[config.mk]
export PLATFORM = sky130hd
export DESIGN_NAME = ssof_top
export DESIGN_NICKNAME = d
export VERILOG_FILES = /design/src/common/ssof_pkg.sv /design/src/logic/ssof_hyst.sv /design/src/logic/ssof_sync.sv /design/src/logic/ssof_top.sv
export VERILOG_INCLUDE_DIRS = /design/src /design/src/common
export SDC_FILE = /design/constraint.sdc
export NUM_CORES = 1
export LEC_CHECK = 0
export BUFFER_PORTS_ARGS = -buffer_cell sky130_fd_sc_hd__buf_2
export CAP_MARGIN = 20
export CORE_MARGIN = 3
export CORE_UTILIZATION = 60
export DETAILED_ROUTE_END_ITERATION = 6
export GPL_ROUTABILITY_DRIVEN = 0
export GPL_TIMING_DRIVEN = 0
export PLACE_DENSITY = 0.82
export SKIP_LAST_GASP = 1
export SYNTH_ARGS = -nofsm -noshare
export SYNTH_HDL_FRONTEND = slang
export SYNTH_SLANG_ARGS = --single-unit
[constraint.sdc]
create_clock -name clk_i -period 14.4 [get_ports clk_i]
set_input_delay 1.44 -clock clk_i [delete_from_list [all_inputs] [get_ports clk_i]]
set_output_delay 1.44 -clock clk_i [all_outputs]
set_load 0.01 [all_outputs]
[src/common/ssof_defs.svh]
`ifndef SSOF_DEFS_SVH
`define SSOF_DEFS_SVH
// ----------------------------------------
// register byte offsets
// ----------------------------------------
`define SSOF_OFS_CTRL     8'h00
`define SSOF_OFS_TARGET_SPEED_REACHED     8'h04
`define SSOF_OFS_ZERO_SPEED_FLAG     8'h08
`define SSOF_OFS_PWIN     8'h0C
`define SSOF_OFS_TQLO     8'h10
`define SSOF_OFS_TQHI     8'h14
`define SSOF_OFS_OVLD     8'h18
`define SSOF_OFS_DLY      8'h1C
`define SSOF_OFS_POL      8'h20
`define SSOF_OFS_FLAGS    8'h24
`define SSOF_OFS_IRQ_STAT 8'h28
`define SSOF_OFS_IRQ_MASK 8'h2C
// ----------------------------------------
// reset values
// ----------------------------------------
`define SSOF_RST_ZERO_SPEED_FLAG 16'h000A
`define SSOF_RST_PWIN 16'h0063
`define SSOF_RST_TARGET_SPEED_REACHED 16'h0BB8
`define SSOF_RST_TQ   16'h0064
`define SSOF_RST_OVLD 16'h0078
`define SSOF_RST_DLY  16'h0000
// ----------------------------------------
// control register fields
// ----------------------------------------
`define SSOF_CTRL_MODE_LSB 0
`define SSOF_CTRL_TQSRC    2
`define SSOF_CTRL_SHARE    3
// ----------------------------------------
// flag vector bit positions
// ----------------------------------------
`define SSOF_F_RDY  0
`define SSOF_F_ZERO_SPEED_FLAG 1
`define SSOF_F_TARGET_SPEED_REACHED 2
`define SSOF_F_POSITION_IN_BAND 3
`define SSOF_F_TQL  4
`define SSOF_F_FAULT_ALARM 5
`define SSOF_F_BRK  6
`define SSOF_F_HOME 7
`define SSOF_F_OLW  8
`define SSOF_F_WARN 9
`define SSOF_F_CMD  10
`define SSOF_NFLAGS 11
// ----------------------------------------
// timing: one unit of the completion delay
// ----------------------------------------
`define SSOF_DLY_UNIT_US 1
`define SSOF_CLK_MHZ 250
`endif

[src/common/ssof_pkg.sv]
`default_nettype none
package ssof_pkg;
    // control mode of the drive
    typedef enum logic [1:0] {
        SSOF_MODE_PT = 2'h0,
        SSOF_MODE_PR = 2'h1,
        SSOF_MODE_SPD = 2'h2,
        SSOF_MODE_TRQ = 2'h3
    } ssof_mode_t;
    // completion delay states, one-hot
    typedef enum logic [2:0] {
        SSOF_D_IDLE = 3'h1,
        SSOF_D_WAIT = 3'h2,
        SSOF_D_DONE = 3'h4
    } ssof_dly_t;
endpackage
`default_nettype wire

[src/logic/ssof_hyst.sv]
`default_nettype none
`include "ssof_defs.svh"
// comparator with hold: sets on set_i, clears on clr_i
module ssof_hyst
    import ssof_pkg::*;
(
    input wire logic clk_i,
    input wire logic rst_i,
    input wire logic set_i,
    input wire logic clr_i,
    output logic q_o
);
    logic q_ff; // held state
    logic nxt_q;
    // ----------------------------------------
    // next state
    // ----------------------------------------
    always_comb
    begin
        nxt_q = q_ff;
        if (set_i)
            nxt_q = 1'b1;
        else if (clr_i)
            nxt_q = 1'b0;
    end
    always_ff @(posedge clk_i)
    begin
        if (rst_i)
            q_ff <= 1'b0;
        else
            q_ff <= nxt_q;
    end
    assign q_o = q_ff;
endmodule
`default_nettype wire

[src/logic/ssof_sync.sv]
`default_nettype none
`include "ssof_defs.svh"
// three-flop synchroniser; a change counts when stages two and three agree
module ssof_sync
    import ssof_pkg::*;
(
    input wire logic clk_i,
    input wire logic rst_i,
    input wire logic d_i,
    output logic q_o
);
    logic [2:0] st_ff; // shift stages
    logic q_ff; // filtered level
    logic [2:0] nxt_st;
    logic nxt_q;
    // ----------------------------------------
    // next state
    // ----------------------------------------
    always_comb
    begin
        nxt_st = {st_ff[1:0], d_i};
        nxt_q = q_ff;
        // stage 0 is only read by stage 1
        if (st_ff[1] == st_ff[2])
            nxt_q = st_ff[2];
    end
    always_ff @(posedge clk_i)
    begin
        if (rst_i)
        begin
            st_ff <= 3'h0;
            q_ff <= 1'b0;
        end
        else
        begin
            st_ff <= nxt_st;
            q_ff <= nxt_q;
        end
    end
    assign q_o = q_ff;
endmodule
`default_nettype wire

[src/logic/ssof_top.sv]
// Function
// - target speed flag set at setting, held; here it clears as soon as speed drops below the setting
// - pulse mode: error within window
// - register mode: position within plus-minus window
// - torque limit from settings or analog
// - alarm on any fault, warning-class one cycle after warning
// - warning-class faults raise warning first
// - homing done after sensor and conditions
// - overload flag at programmed level
// - move done after programmed delay
// - per-output polarity setting
// - shared pin: target speed or homing
// - shared pin: brake or position band
// - brake output while brake actuated
// - ready only with no fault present
// - zero speed flag at or below setting
//
// Chosen here: the Wishbone slave port and the address map.
`default_nettype none
`include "ssof_defs.svh"
module ssof_top
    import ssof_pkg::*;
#(
    parameter int DW = 16,
    parameter int NF = `SSOF_NFLAGS
)
(
    input wire logic clk_i,
    input wire logic rst_i,
    // wishbone slave
    input wire logic wb_cyc_i,
    input wire logic wb_stb_i,
    input wire logic wb_we_i,
    input wire logic [7:0] wb_adr_i,
    input wire logic [3:0] wb_sel_i,
    input wire logic [31:0] wb_dat_i,
    output logic [31:0] wb_dat_o,
    output logic wb_ack_o,
    output logic irq_o,
    // drive state, same clock
    input wire logic [DW-1:0] speed_i,
    input wire logic signed [31:0] pos_err_i,
    input wire logic [DW-1:0] torque_i,
    input wire logic [DW-1:0] torque_ext_lim_i,
    input wire logic [DW-1:0] load_i,
    input wire logic servo_ok_i,
    input wire logic fault_i,
    input wire logic [4:0] warn_fault_i,
    input wire logic brake_act_i,
    input wire logic home_cond_ok_i,
    input wire logic move_end_i,
    // pin from outside
    input wire logic home_sensor_i,
    // output terminals
    output logic [NF-1:0] flag_o,
    output logic pin_shared_a_o,
    output logic pin_shared_b_o
);
    // ----------------------------------------
    // register file
    // ----------------------------------------
    logic [3:0] ctrl_ff; // mode, torque source, share select
    logic [DW-1:0] target_speed_reached_ff, zero_speed_flag_ff, pwin_ff, tqlo_ff, tqhi_ff;
    logic [DW-1:0] ovld_ff, dly_ff;
    logic [NF-1:0] pol_ff, stat_ff, mask_ff;
    logic ack_ff;
    logic [31:0] rd_ff;
    logic [3:0] nxt_ctrl;
    logic [DW-1:0] nxt_target_speed_reached, nxt_zero_speed_flag, nxt_pwin, nxt_tqlo, nxt_tqhi;
    logic [DW-1:0] nxt_ovld, nxt_dly;
    logic [NF-1:0] nxt_pol, nxt_stat, nxt_mask;
    logic nxt_ack;
    logic [31:0] nxt_rd;
    logic wr, req;
    logic [NF-1:0] flags_ff, prev_ff; // raw flags, last cycle
    logic [NF-1:0] nxt_flags;
    ssof_mode_t mode;
    assign mode = ssof_mode_t'(ctrl_ff[`SSOF_CTRL_MODE_LSB +: 2]);
    assign req = wb_cyc_i & wb_stb_i & ~ack_ff;
    assign wr = req & wb_we_i & wb_sel_i[0];

    // bus decode and write; one wait state, ack a cycle after request
    always_comb
    begin
        nxt_ctrl = ctrl_ff;
        nxt_target_speed_reached = target_speed_reached_ff;
        nxt_zero_speed_flag = zero_speed_flag_ff;
        nxt_pwin = pwin_ff;
        nxt_tqlo = tqlo_ff;
        nxt_tqhi = tqhi_ff;
        nxt_ovld = ovld_ff;
        nxt_dly = dly_ff;
        nxt_pol = pol_ff;
        nxt_mask = mask_ff;
        nxt_ack = req;
        nxt_rd = 32'h0;
        // events: rising flag edges; set wins over write-one clear
        nxt_stat = stat_ff;
        if (wr && wb_adr_i == `SSOF_OFS_IRQ_STAT)
            nxt_stat = stat_ff & ~wb_dat_i[NF-1:0];
        nxt_stat = nxt_stat | (flags_ff & ~prev_ff);
        if (wr)
        begin
            case (wb_adr_i)
                `SSOF_OFS_CTRL: nxt_ctrl = wb_dat_i[3:0];
                `SSOF_OFS_TARGET_SPEED_REACHED: nxt_target_speed_reached = wb_dat_i[DW-1:0];
                `SSOF_OFS_ZERO_SPEED_FLAG: nxt_zero_speed_flag = wb_dat_i[DW-1:0];
                `SSOF_OFS_PWIN: nxt_pwin = wb_dat_i[DW-1:0];
                `SSOF_OFS_TQLO: nxt_tqlo = wb_dat_i[DW-1:0];
                `SSOF_OFS_TQHI: nxt_tqhi = wb_dat_i[DW-1:0];
                `SSOF_OFS_OVLD: nxt_ovld = wb_dat_i[DW-1:0];
                `SSOF_OFS_DLY: nxt_dly = wb_dat_i[DW-1:0];
                `SSOF_OFS_POL: nxt_pol = wb_dat_i[NF-1:0];
                `SSOF_OFS_IRQ_MASK: nxt_mask = wb_dat_i[NF-1:0];
                default: nxt_ctrl = ctrl_ff; // unmapped: ignored
            endcase
        end
        // reads; unmapped reads return zero
        case (wb_adr_i)
            `SSOF_OFS_CTRL: nxt_rd[3:0] = ctrl_ff;
            `SSOF_OFS_TARGET_SPEED_REACHED: nxt_rd[DW-1:0] = target_speed_reached_ff;
            `SSOF_OFS_ZERO_SPEED_FLAG: nxt_rd[DW-1:0] = zero_speed_flag_ff;
            `SSOF_OFS_PWIN: nxt_rd[DW-1:0] = pwin_ff;
            `SSOF_OFS_TQLO: nxt_rd[DW-1:0] = tqlo_ff;
            `SSOF_OFS_TQHI: nxt_rd[DW-1:0] = tqhi_ff;
            `SSOF_OFS_OVLD: nxt_rd[DW-1:0] = ovld_ff;
            `SSOF_OFS_DLY: nxt_rd[DW-1:0] = dly_ff;
            `SSOF_OFS_POL: nxt_rd[NF-1:0] = pol_ff;
            `SSOF_OFS_FLAGS: nxt_rd[NF-1:0] = flags_ff;
            `SSOF_OFS_IRQ_STAT: nxt_rd[NF-1:0] = stat_ff;
            `SSOF_OFS_IRQ_MASK: nxt_rd[NF-1:0] = mask_ff;
            default: nxt_rd = 32'h0;
        endcase
    end

    always_ff @(posedge clk_i)
    begin
        if (rst_i)
        begin
            ctrl_ff <= 4'h0;
            target_speed_reached_ff <= `SSOF_RST_TARGET_SPEED_REACHED;
            zero_speed_flag_ff <= `SSOF_RST_ZERO_SPEED_FLAG;
            pwin_ff <= `SSOF_RST_PWIN;
            tqlo_ff <= `SSOF_RST_TQ;
            tqhi_ff <= `SSOF_RST_TQ;
            ovld_ff <= `SSOF_RST_OVLD;
            dly_ff <= `SSOF_RST_DLY;
            pol_ff <= '0;
            stat_ff <= '0;
            mask_ff <= '0;
            ack_ff <= 1'b0;
            rd_ff <= 32'h0;
        end
        else
        begin
            ctrl_ff <= nxt_ctrl;
            target_speed_reached_ff <= nxt_target_speed_reached;
            zero_speed_flag_ff <= nxt_zero_speed_flag;
            pwin_ff <= nxt_pwin;
            tqlo_ff <= nxt_tqlo;
            tqhi_ff <= nxt_tqhi;
            ovld_ff <= nxt_ovld;
            dly_ff <= nxt_dly;
            pol_ff <= nxt_pol;
            stat_ff <= nxt_stat;
            mask_ff <= nxt_mask;
            ack_ff <= nxt_ack;
            rd_ff <= nxt_rd;
        end
    end
    assign wb_ack_o = ack_ff;
    assign wb_dat_o = rd_ff;
    assign irq_o = |(stat_ff & mask_ff);

    // ----------------------------------------
    // hysteresis comparators and home sensor synchroniser
    // ----------------------------------------
    logic target_speed_reached_q, zero_speed_flag_q, home_s;
    // set at setting, clear below it
    ssof_hyst u_target_speed_reached (
        .clk_i(clk_i),
        .rst_i(rst_i),
        .set_i(speed_i >= target_speed_reached_ff),
        .clr_i(speed_i < target_speed_reached_ff),
        .q_o(target_speed_reached_q)
    );
    // set at or below range, clear above it
    ssof_hyst u_zero_speed_flag (
        .clk_i(clk_i),
        .rst_i(rst_i),
        .set_i(speed_i <= zero_speed_flag_ff),
        .clr_i(speed_i > zero_speed_flag_ff),
        .q_o(zero_speed_flag_q)
    );
    ssof_sync u_home (
        .clk_i(clk_i),
        .rst_i(rst_i),
        .d_i(home_sensor_i),
        .q_o(home_s)
    );

    // ----------------------------------------
    // completion delay for move done
    // ----------------------------------------
    localparam int UNIT = `SSOF_DLY_UNIT_US * `SSOF_CLK_MHZ;
    ssof_dly_t dst_ff, nxt_dst;
    logic [31:0] dcnt_ff, nxt_dcnt;
    always_comb
    begin
        nxt_dst = dst_ff;
        nxt_dcnt = dcnt_ff;
        unique case (dst_ff)
            SSOF_D_IDLE:
            begin
                nxt_dcnt = 32'(dly_ff) * 32'(UNIT);
                if (move_end_i)
                    nxt_dst = (nxt_dcnt == 32'h0) ? SSOF_D_DONE : SSOF_D_WAIT;
            end
            SSOF_D_WAIT:
            begin
                if (!move_end_i)
                    nxt_dst = SSOF_D_IDLE;
                else if (dcnt_ff <= 32'h1)
                    nxt_dst = SSOF_D_DONE;
                else
                    nxt_dcnt = dcnt_ff - 32'h1;
            end
            SSOF_D_DONE:
                if (!move_end_i)
                    nxt_dst = SSOF_D_IDLE;
            default: nxt_dst = SSOF_D_IDLE;
        endcase
    end
    always_ff @(posedge clk_i)
    begin
        if (rst_i)
        begin
            dst_ff <= SSOF_D_IDLE;
            dcnt_ff <= 32'h0;
        end
        else
        begin
            dst_ff <= nxt_dst;
            dcnt_ff <= nxt_dcnt;
        end
    end

    // ----------------------------------------
    // flag evaluation, registered each cycle
    // ----------------------------------------
    logic [31:0] err_abs;
    logic [DW-1:0] tq_lim;
    logic any_fault, any_warn;
    assign err_abs = pos_err_i[31] ? 32'(-pos_err_i) : 32'(pos_err_i);
    // limit from settings or external analog source
    assign tq_lim = ctrl_ff[`SSOF_CTRL_TQSRC] ? torque_ext_lim_i
                  : ((torque_i[DW-1]) ? tqlo_ff : tqhi_ff);
    assign any_warn = |warn_fault_i;
    assign any_fault = fault_i | any_warn;
    always_comb
    begin
        nxt_flags = '0;
        nxt_flags[`SSOF_F_RDY] = servo_ok_i & ~any_fault;
        nxt_flags[`SSOF_F_ZERO_SPEED_FLAG] = zero_speed_flag_q;
        nxt_flags[`SSOF_F_TARGET_SPEED_REACHED] = target_speed_reached_q;
        // same band check on magnitude of error
        if (mode == SSOF_MODE_PT || mode == SSOF_MODE_PR)
            nxt_flags[`SSOF_F_POSITION_IN_BAND] = err_abs <= 32'(pwin_ff);
        nxt_flags[`SSOF_F_TQL] = torque_i >= tq_lim;
        // warning-class faults show warning first, alarm a cycle later
        nxt_flags[`SSOF_F_WARN] = any_warn;
        nxt_flags[`SSOF_F_FAULT_ALARM] = fault_i
            | (any_warn & flags_ff[`SSOF_F_WARN]);
        nxt_flags[`SSOF_F_BRK] = brake_act_i;
        nxt_flags[`SSOF_F_HOME] = home_s & home_cond_ok_i;
        nxt_flags[`SSOF_F_OLW] = load_i >= ovld_ff;
        nxt_flags[`SSOF_F_CMD] = dst_ff == SSOF_D_DONE;
    end
    always_ff @(posedge clk_i)
    begin
        if (rst_i)
        begin
            flags_ff <= '0;
            prev_ff <= '0;
        end
        else
        begin
            flags_ff <= nxt_flags;
            prev_ff <= flags_ff;
        end
    end

    // output stage: polarity and shared terminals, registered
    logic [NF-1:0] out_ff, nxt_out;
    logic sha_ff, shb_ff, nxt_sha, nxt_shb;
    always_comb
    begin
        nxt_out = flags_ff ^ pol_ff;
        // position modes (PT, PR) route homing / position, others speed / brake
        if (mode == SSOF_MODE_PT || mode == SSOF_MODE_PR)
        begin
            nxt_sha = nxt_out[`SSOF_F_HOME];
            nxt_shb = nxt_out[`SSOF_F_POSITION_IN_BAND];
        end
        else
        begin
            nxt_sha = nxt_out[`SSOF_F_TARGET_SPEED_REACHED];
            nxt_shb = nxt_out[`SSOF_F_BRK];
        end
        if (ctrl_ff[`SSOF_CTRL_SHARE])
            nxt_sha = nxt_out[`SSOF_F_TARGET_SPEED_REACHED];
    end
    always_ff @(posedge clk_i)
    begin
        if (rst_i)
        begin
            out_ff <= '0;
            sha_ff <= 1'b0;
            shb_ff <= 1'b0;
        end
        else
        begin
            out_ff <= nxt_out;
            sha_ff <= nxt_sha;
            shb_ff <= nxt_shb;
        end
    end
    assign flag_o = out_ff;
    assign pin_shared_a_o = sha_ff;
    assign pin_shared_b_o = shb_ff;

    // ----------------------------------------
    // checks
    // ----------------------------------------
    target_speed_reached_flag_a: assert property (@(posedge clk_i) disable iff (rst_i)
        (speed_i >= target_speed_reached_ff) |=> ##1 flags_ff[`SSOF_F_TARGET_SPEED_REACHED])
        else $error("target speed flag missed");
    zero_speed_flag_flag_a: assert property (@(posedge clk_i) disable iff (rst_i)
        (speed_i > zero_speed_flag_ff) |=> ##1 !flags_ff[`SSOF_F_ZERO_SPEED_FLAG])
        else $error("zero speed flag held above range");
    ready_fault_a: assert property (@(posedge clk_i) disable iff (rst_i)
        any_fault |=> !flags_ff[`SSOF_F_RDY])
        else $error("ready with fault");
    warn_first_a: assert property (@(posedge clk_i) disable iff (rst_i)
        $rose(flags_ff[`SSOF_F_FAULT_ALARM]) && !$past(fault_i)
            |-> $past(flags_ff[`SSOF_F_WARN]))
        else $error("alarm before warning");
    alarm_fault_a: assert property (@(posedge clk_i) disable iff (rst_i)
        fault_i |=> flags_ff[`SSOF_F_FAULT_ALARM])
        else $error("alarm missed");
    move_done_a: assert property (@(posedge clk_i) disable iff (rst_i)
        (dst_ff == SSOF_D_IDLE && move_end_i && dly_ff != '0)
            |=> !flags_ff[`SSOF_F_CMD] ##1 !flags_ff[`SSOF_F_CMD])
        else $error("move done too early");
    polarity_a: assert property (@(posedge clk_i) disable iff (rst_i)
        1'b1 |=> flag_o == ($past(flags_ff) ^ $past(pol_ff)))
        else $error("polarity wrong");
    home_done_a: assert property (@(posedge clk_i) disable iff (rst_i)
        !home_cond_ok_i |=> !flags_ff[`SSOF_F_HOME])
        else $error("home without conditions");
    pos_band_a: assert property (@(posedge clk_i) disable iff (rst_i)
        (mode == SSOF_MODE_PT && err_abs > 32'(pwin_ff))
            |=> !flags_ff[`SSOF_F_POSITION_IN_BAND])
        else $error("position band wrong");
endmodule
`default_nettype wire

==> parameters.txt <==
Parameter                              Value

Global route
  Met1 usage    43.5%
  Maximum number of pins on one net before global-route repair    15
  Global-route congestion overflow total    0
  Met2 usage in global routing    56.4%
  Routing layer with the top usage in global route    met2
  Initial antenna violation count    2
  Routing usage on met3    8.33%
  Gr usage total    35.7%
  Via count of the first global-routing pass    15.1k
  Global-route wire length before repair    79.8 mm

Synth
  Largest area contributor in the netlist    dfxtp_1
  Gate Count Post-Synth    1936
  Top-area cell type share of the netlist area    31.2%
  Async set-reset flop share out of synthesis    0%
  Top cells by area, synth    dfxtp_1, ha_1, nand2_1
  Dominant synthesized flop cell    dfxtp_1
  Post-synthesis instance area    0.0156 mm²
  Mean cell area of the mapped netlist    8.03 µm²
  Number of register bits inferred by synthesis    242
  Register area share after synthesis    31.2%
  Post-synth EDFFs    0
  Synth Warn #    0
  Count of cell types in the netlist    74

Outcome
  Outcome    finished, violations left
  Failing checks    DRC

Worst setup path
  CP bufs+invs    3
  CP top delay family    adder cells
  Setup CP Type    flip-flop to flip-flop
  Slowest CP cell    dfxtp_1
  Crit start category    flip-flop
  Highest cell delay on the worst timing path    0.68 ns
  Endpoint arrival time on the critical path    6.02 ns
  Highest net fanout along the worst path    8
  Setup crit end kind    flip-flop
  Required time reported for the critical path endpoint    14.87 ns
  Worst-path cell chain    fa_1 -> inv_1 -> fa_1 -> fa_1 -> inv_1 -> fa_1 -> ha_1 -> clkbuf_1 -> nand3_1 -> o211ai_1 -> a21oi_1 -> a21o_1 -> a21oi_1 -> xnor2_1 -> nand4_1 -> nor4_1 -> o21a_1
  Critical path's most frequent cell    fa_1

STA
  Relative max-transition margin    28.8%
  TNS Setup    0 ns
  Max Slew Vio Count    0
  Actual slew at the worst max-slew pin    1.06 ns
  Final hold vios    0
  Unrepaired setup endpoints after global routing    no
  Clock Skews    0.0288 ns
  Final critical delay including setup and external delays    5.55 ns
  FMAX    180 MHz
  Portion of the clock cycle consumed by the worst path in the final layout    38.5%
  Number of failing setup endpoints in the final timing report    0

Final layout
  Count of placed standard cells in the final layout, fillers left out    2488
  Share of layout cells above drive strength 1    11.3%
  Area Overhead vs Synth    13.8%
  Layout Utilization    69.9%
  Fillcell total    2009
  Post-layout net count    2486
  Post-route cell area    0.0177 mm²

Hold path
  Worst Hold Class    flip-flop to flip-flop

Clock tree
  Number of buffers inserted during clock tree synthesis    25
  Reg clk slew, reported paths    0.07 ns
  Clock Tree Root    clkbuf_16
  H-tree levels    1
  TritonCTS clock tree    done
  Sinks on Clock Net    242
  PostCTS Resize Cnt    0
  Hold_buf cts    0
  Post-CTS Setup Bufs    0
  Insertion delay to the later sink of the worst-skew pair    0.55 ns
  Bufs on Longest Clock Path    3

Run
  # Max-Cap Violations    0

Die
  Initial core utilization    61.4%
  Die outline area    0.0279 mm²
  Die X    167 µm
  Height of the die    167 µm
  Cell Rows    58
  # IOs    203
  Area of the core region    0.0253 mm²

Pwr
  Leakage power of the design    7.31 nW
  Pwr per Cell Area    87.6 mW/mm²
  Peak supply drop    0.0000924 V

Detailed routing
  Number of remaining DRC errors    14
  Number of search-and-repair iterations in the first detailed-routing pass    7
  ANT nets after route    0
  Detailed-route vias per instance    6.29
  Post-DR wirelength/cell    20.9 µm
  Post-detailed-routing wire length    51.9 mm
  Count of vias placed by the detailed router    15.6k
  DRT iter0 DRCs    2412

Placement
  Number of placed cells counting well taps    2442
  Placed inst area    0.0168 mm²
  Final HPWL from detailed placement    39.2 mm
  Number of buffers added on ports    160
sequential cells by signal, summed over array words and instances (netlist names):
register,cells
stat_ff,11
u_home.st_ff,3
dly_ff,16
flag_o,11
zero_speed_flag_ff,16
u_home.q_o,1
pwin_ff,16
ovld_ff,16
tqlo_ff,16
wb_ack_o,1
wb_dat_o,16
ctrl_ff,4
flags_ff,11
dst_ff,3
pin_shared_b_o,1
u_target_speed_reached.q_o,1
target_speed_reached_ff,16
dcnt_ff,32
pol_ff,11
pin_shared_a_o,1
prev_ff,11
tqhi_ff,16
u_zero_speed_flag.q_o,1
mask_ff,11
metrics by stage:
step	setup WS [ns]	total power, mW	hold WS [ns]
after floorplan	9.78	0.793	0.414
after global placement	9.05	0.852	0.427
after detailed placement	8.97	0.857	0.433
after CTS	8.93	1.54	0.442
after global routing	8.36	1.59	0.466
final	8.85	1.55	0.440
synthesized netlist by cell type (9+ instances only):
library cell	instances
xor2_1	9
o21a_1	11
buf_4	17
a22o_1	17
mux2i_1	20
nand2b_1	14
inv_1	156
nand4_1	13
xnor2_1	45
nand3b_1	10
nor3_1	35
a221oi_1	19
a222oi_1	21
nor2b_1	43
nor2_1	150
a21oi_1	205
dfxtp_1	242
a22oi_1	29
fa_1	54
nand2_1	321
nor4_1	12
ha_1	137
nand3_1	27
clkbuf_1	90
a31oi_1	15
a21o_1	21
a211o_1	16
o21ai_0	75
layer usage:
metal / part of all wire, % / vias up
met4: 8.3 / 2
met1: 36 / 7204
li1: - / 7083
met2: 44 / 1071
met3: 12 / 284
met5: 0.029 / -
placed cells by master, fill, tap and decap left out, types with 27 or more instances in the layout:
| master | instances |
|---|---|
| buf_2 | 162 |
| xnor2_1 | 45 |
| dfxtp_1 | 242 |
| nor2b_1 | 43 |
| fa_1 | 54 |
| a21oi_1 | 205 |
| clkbuf_1 | 94 |
| a22oi_1 | 29 |
| inv_1 | 156 |
| ha_1 | 137 |
| o21ai_0 | 75 |
| nor2_1 | 150 |
| nand3_1 | 27 |
| nand2_1 | 321 |
| nor3_1 | 35 |
power by group:
part	internal [mW]	total (mW)	switching, mW
registers	0.678	0.687	0.00872
clock network	0.417	0.702	0.285
logic	0.0617	0.162	0.100
final cells by class:
class                      instances  area (µm²)  share of cell area (%)
buffer                           109         474                    2.68
multi-input combinational       1444        9700                    54.8
inverter                         156         586                    3.31
sequential                       242        4840                    27.4
clock buffer                      34         709                    4.01
tap                              330         413                    2.33
clock inverter                    11         166                   0.940
timing repair buffer             161         806                    4.55
antenna                            1        2.50                  0.0141
cell families after synthesis:
group | after synthesis | share of synthesized area, %
adders and majority gates | 191 | 18.0
DFF | 242 | 31.2
muxes | 22 | 1.43
other | 1 | 0.0241
and+or+nand+nor | 682 | 20.1
buffers and inverters | 265 | 6.81
AOI/OAI and AO/OA | 479 | 19.4
xor gates and xnor gates | 54 | 3.04
final timing paths:
path / end / startpoint / slack [ns] / cells past startpoint
worst max register to register: dst_ff[2] / dly_ff[7] / 8.85 / 17
worst max-delay path: dst_ff[2] / dly_ff[7] / 8.85 / 17
worst min-delay path: wb_ack_o / wb_ack_o / 0.44 / 1
worst min register to register: wb_ack_o / wb_ack_o / 0.44 / 1
Note: power is estimated with default switching activity, not from simulation.
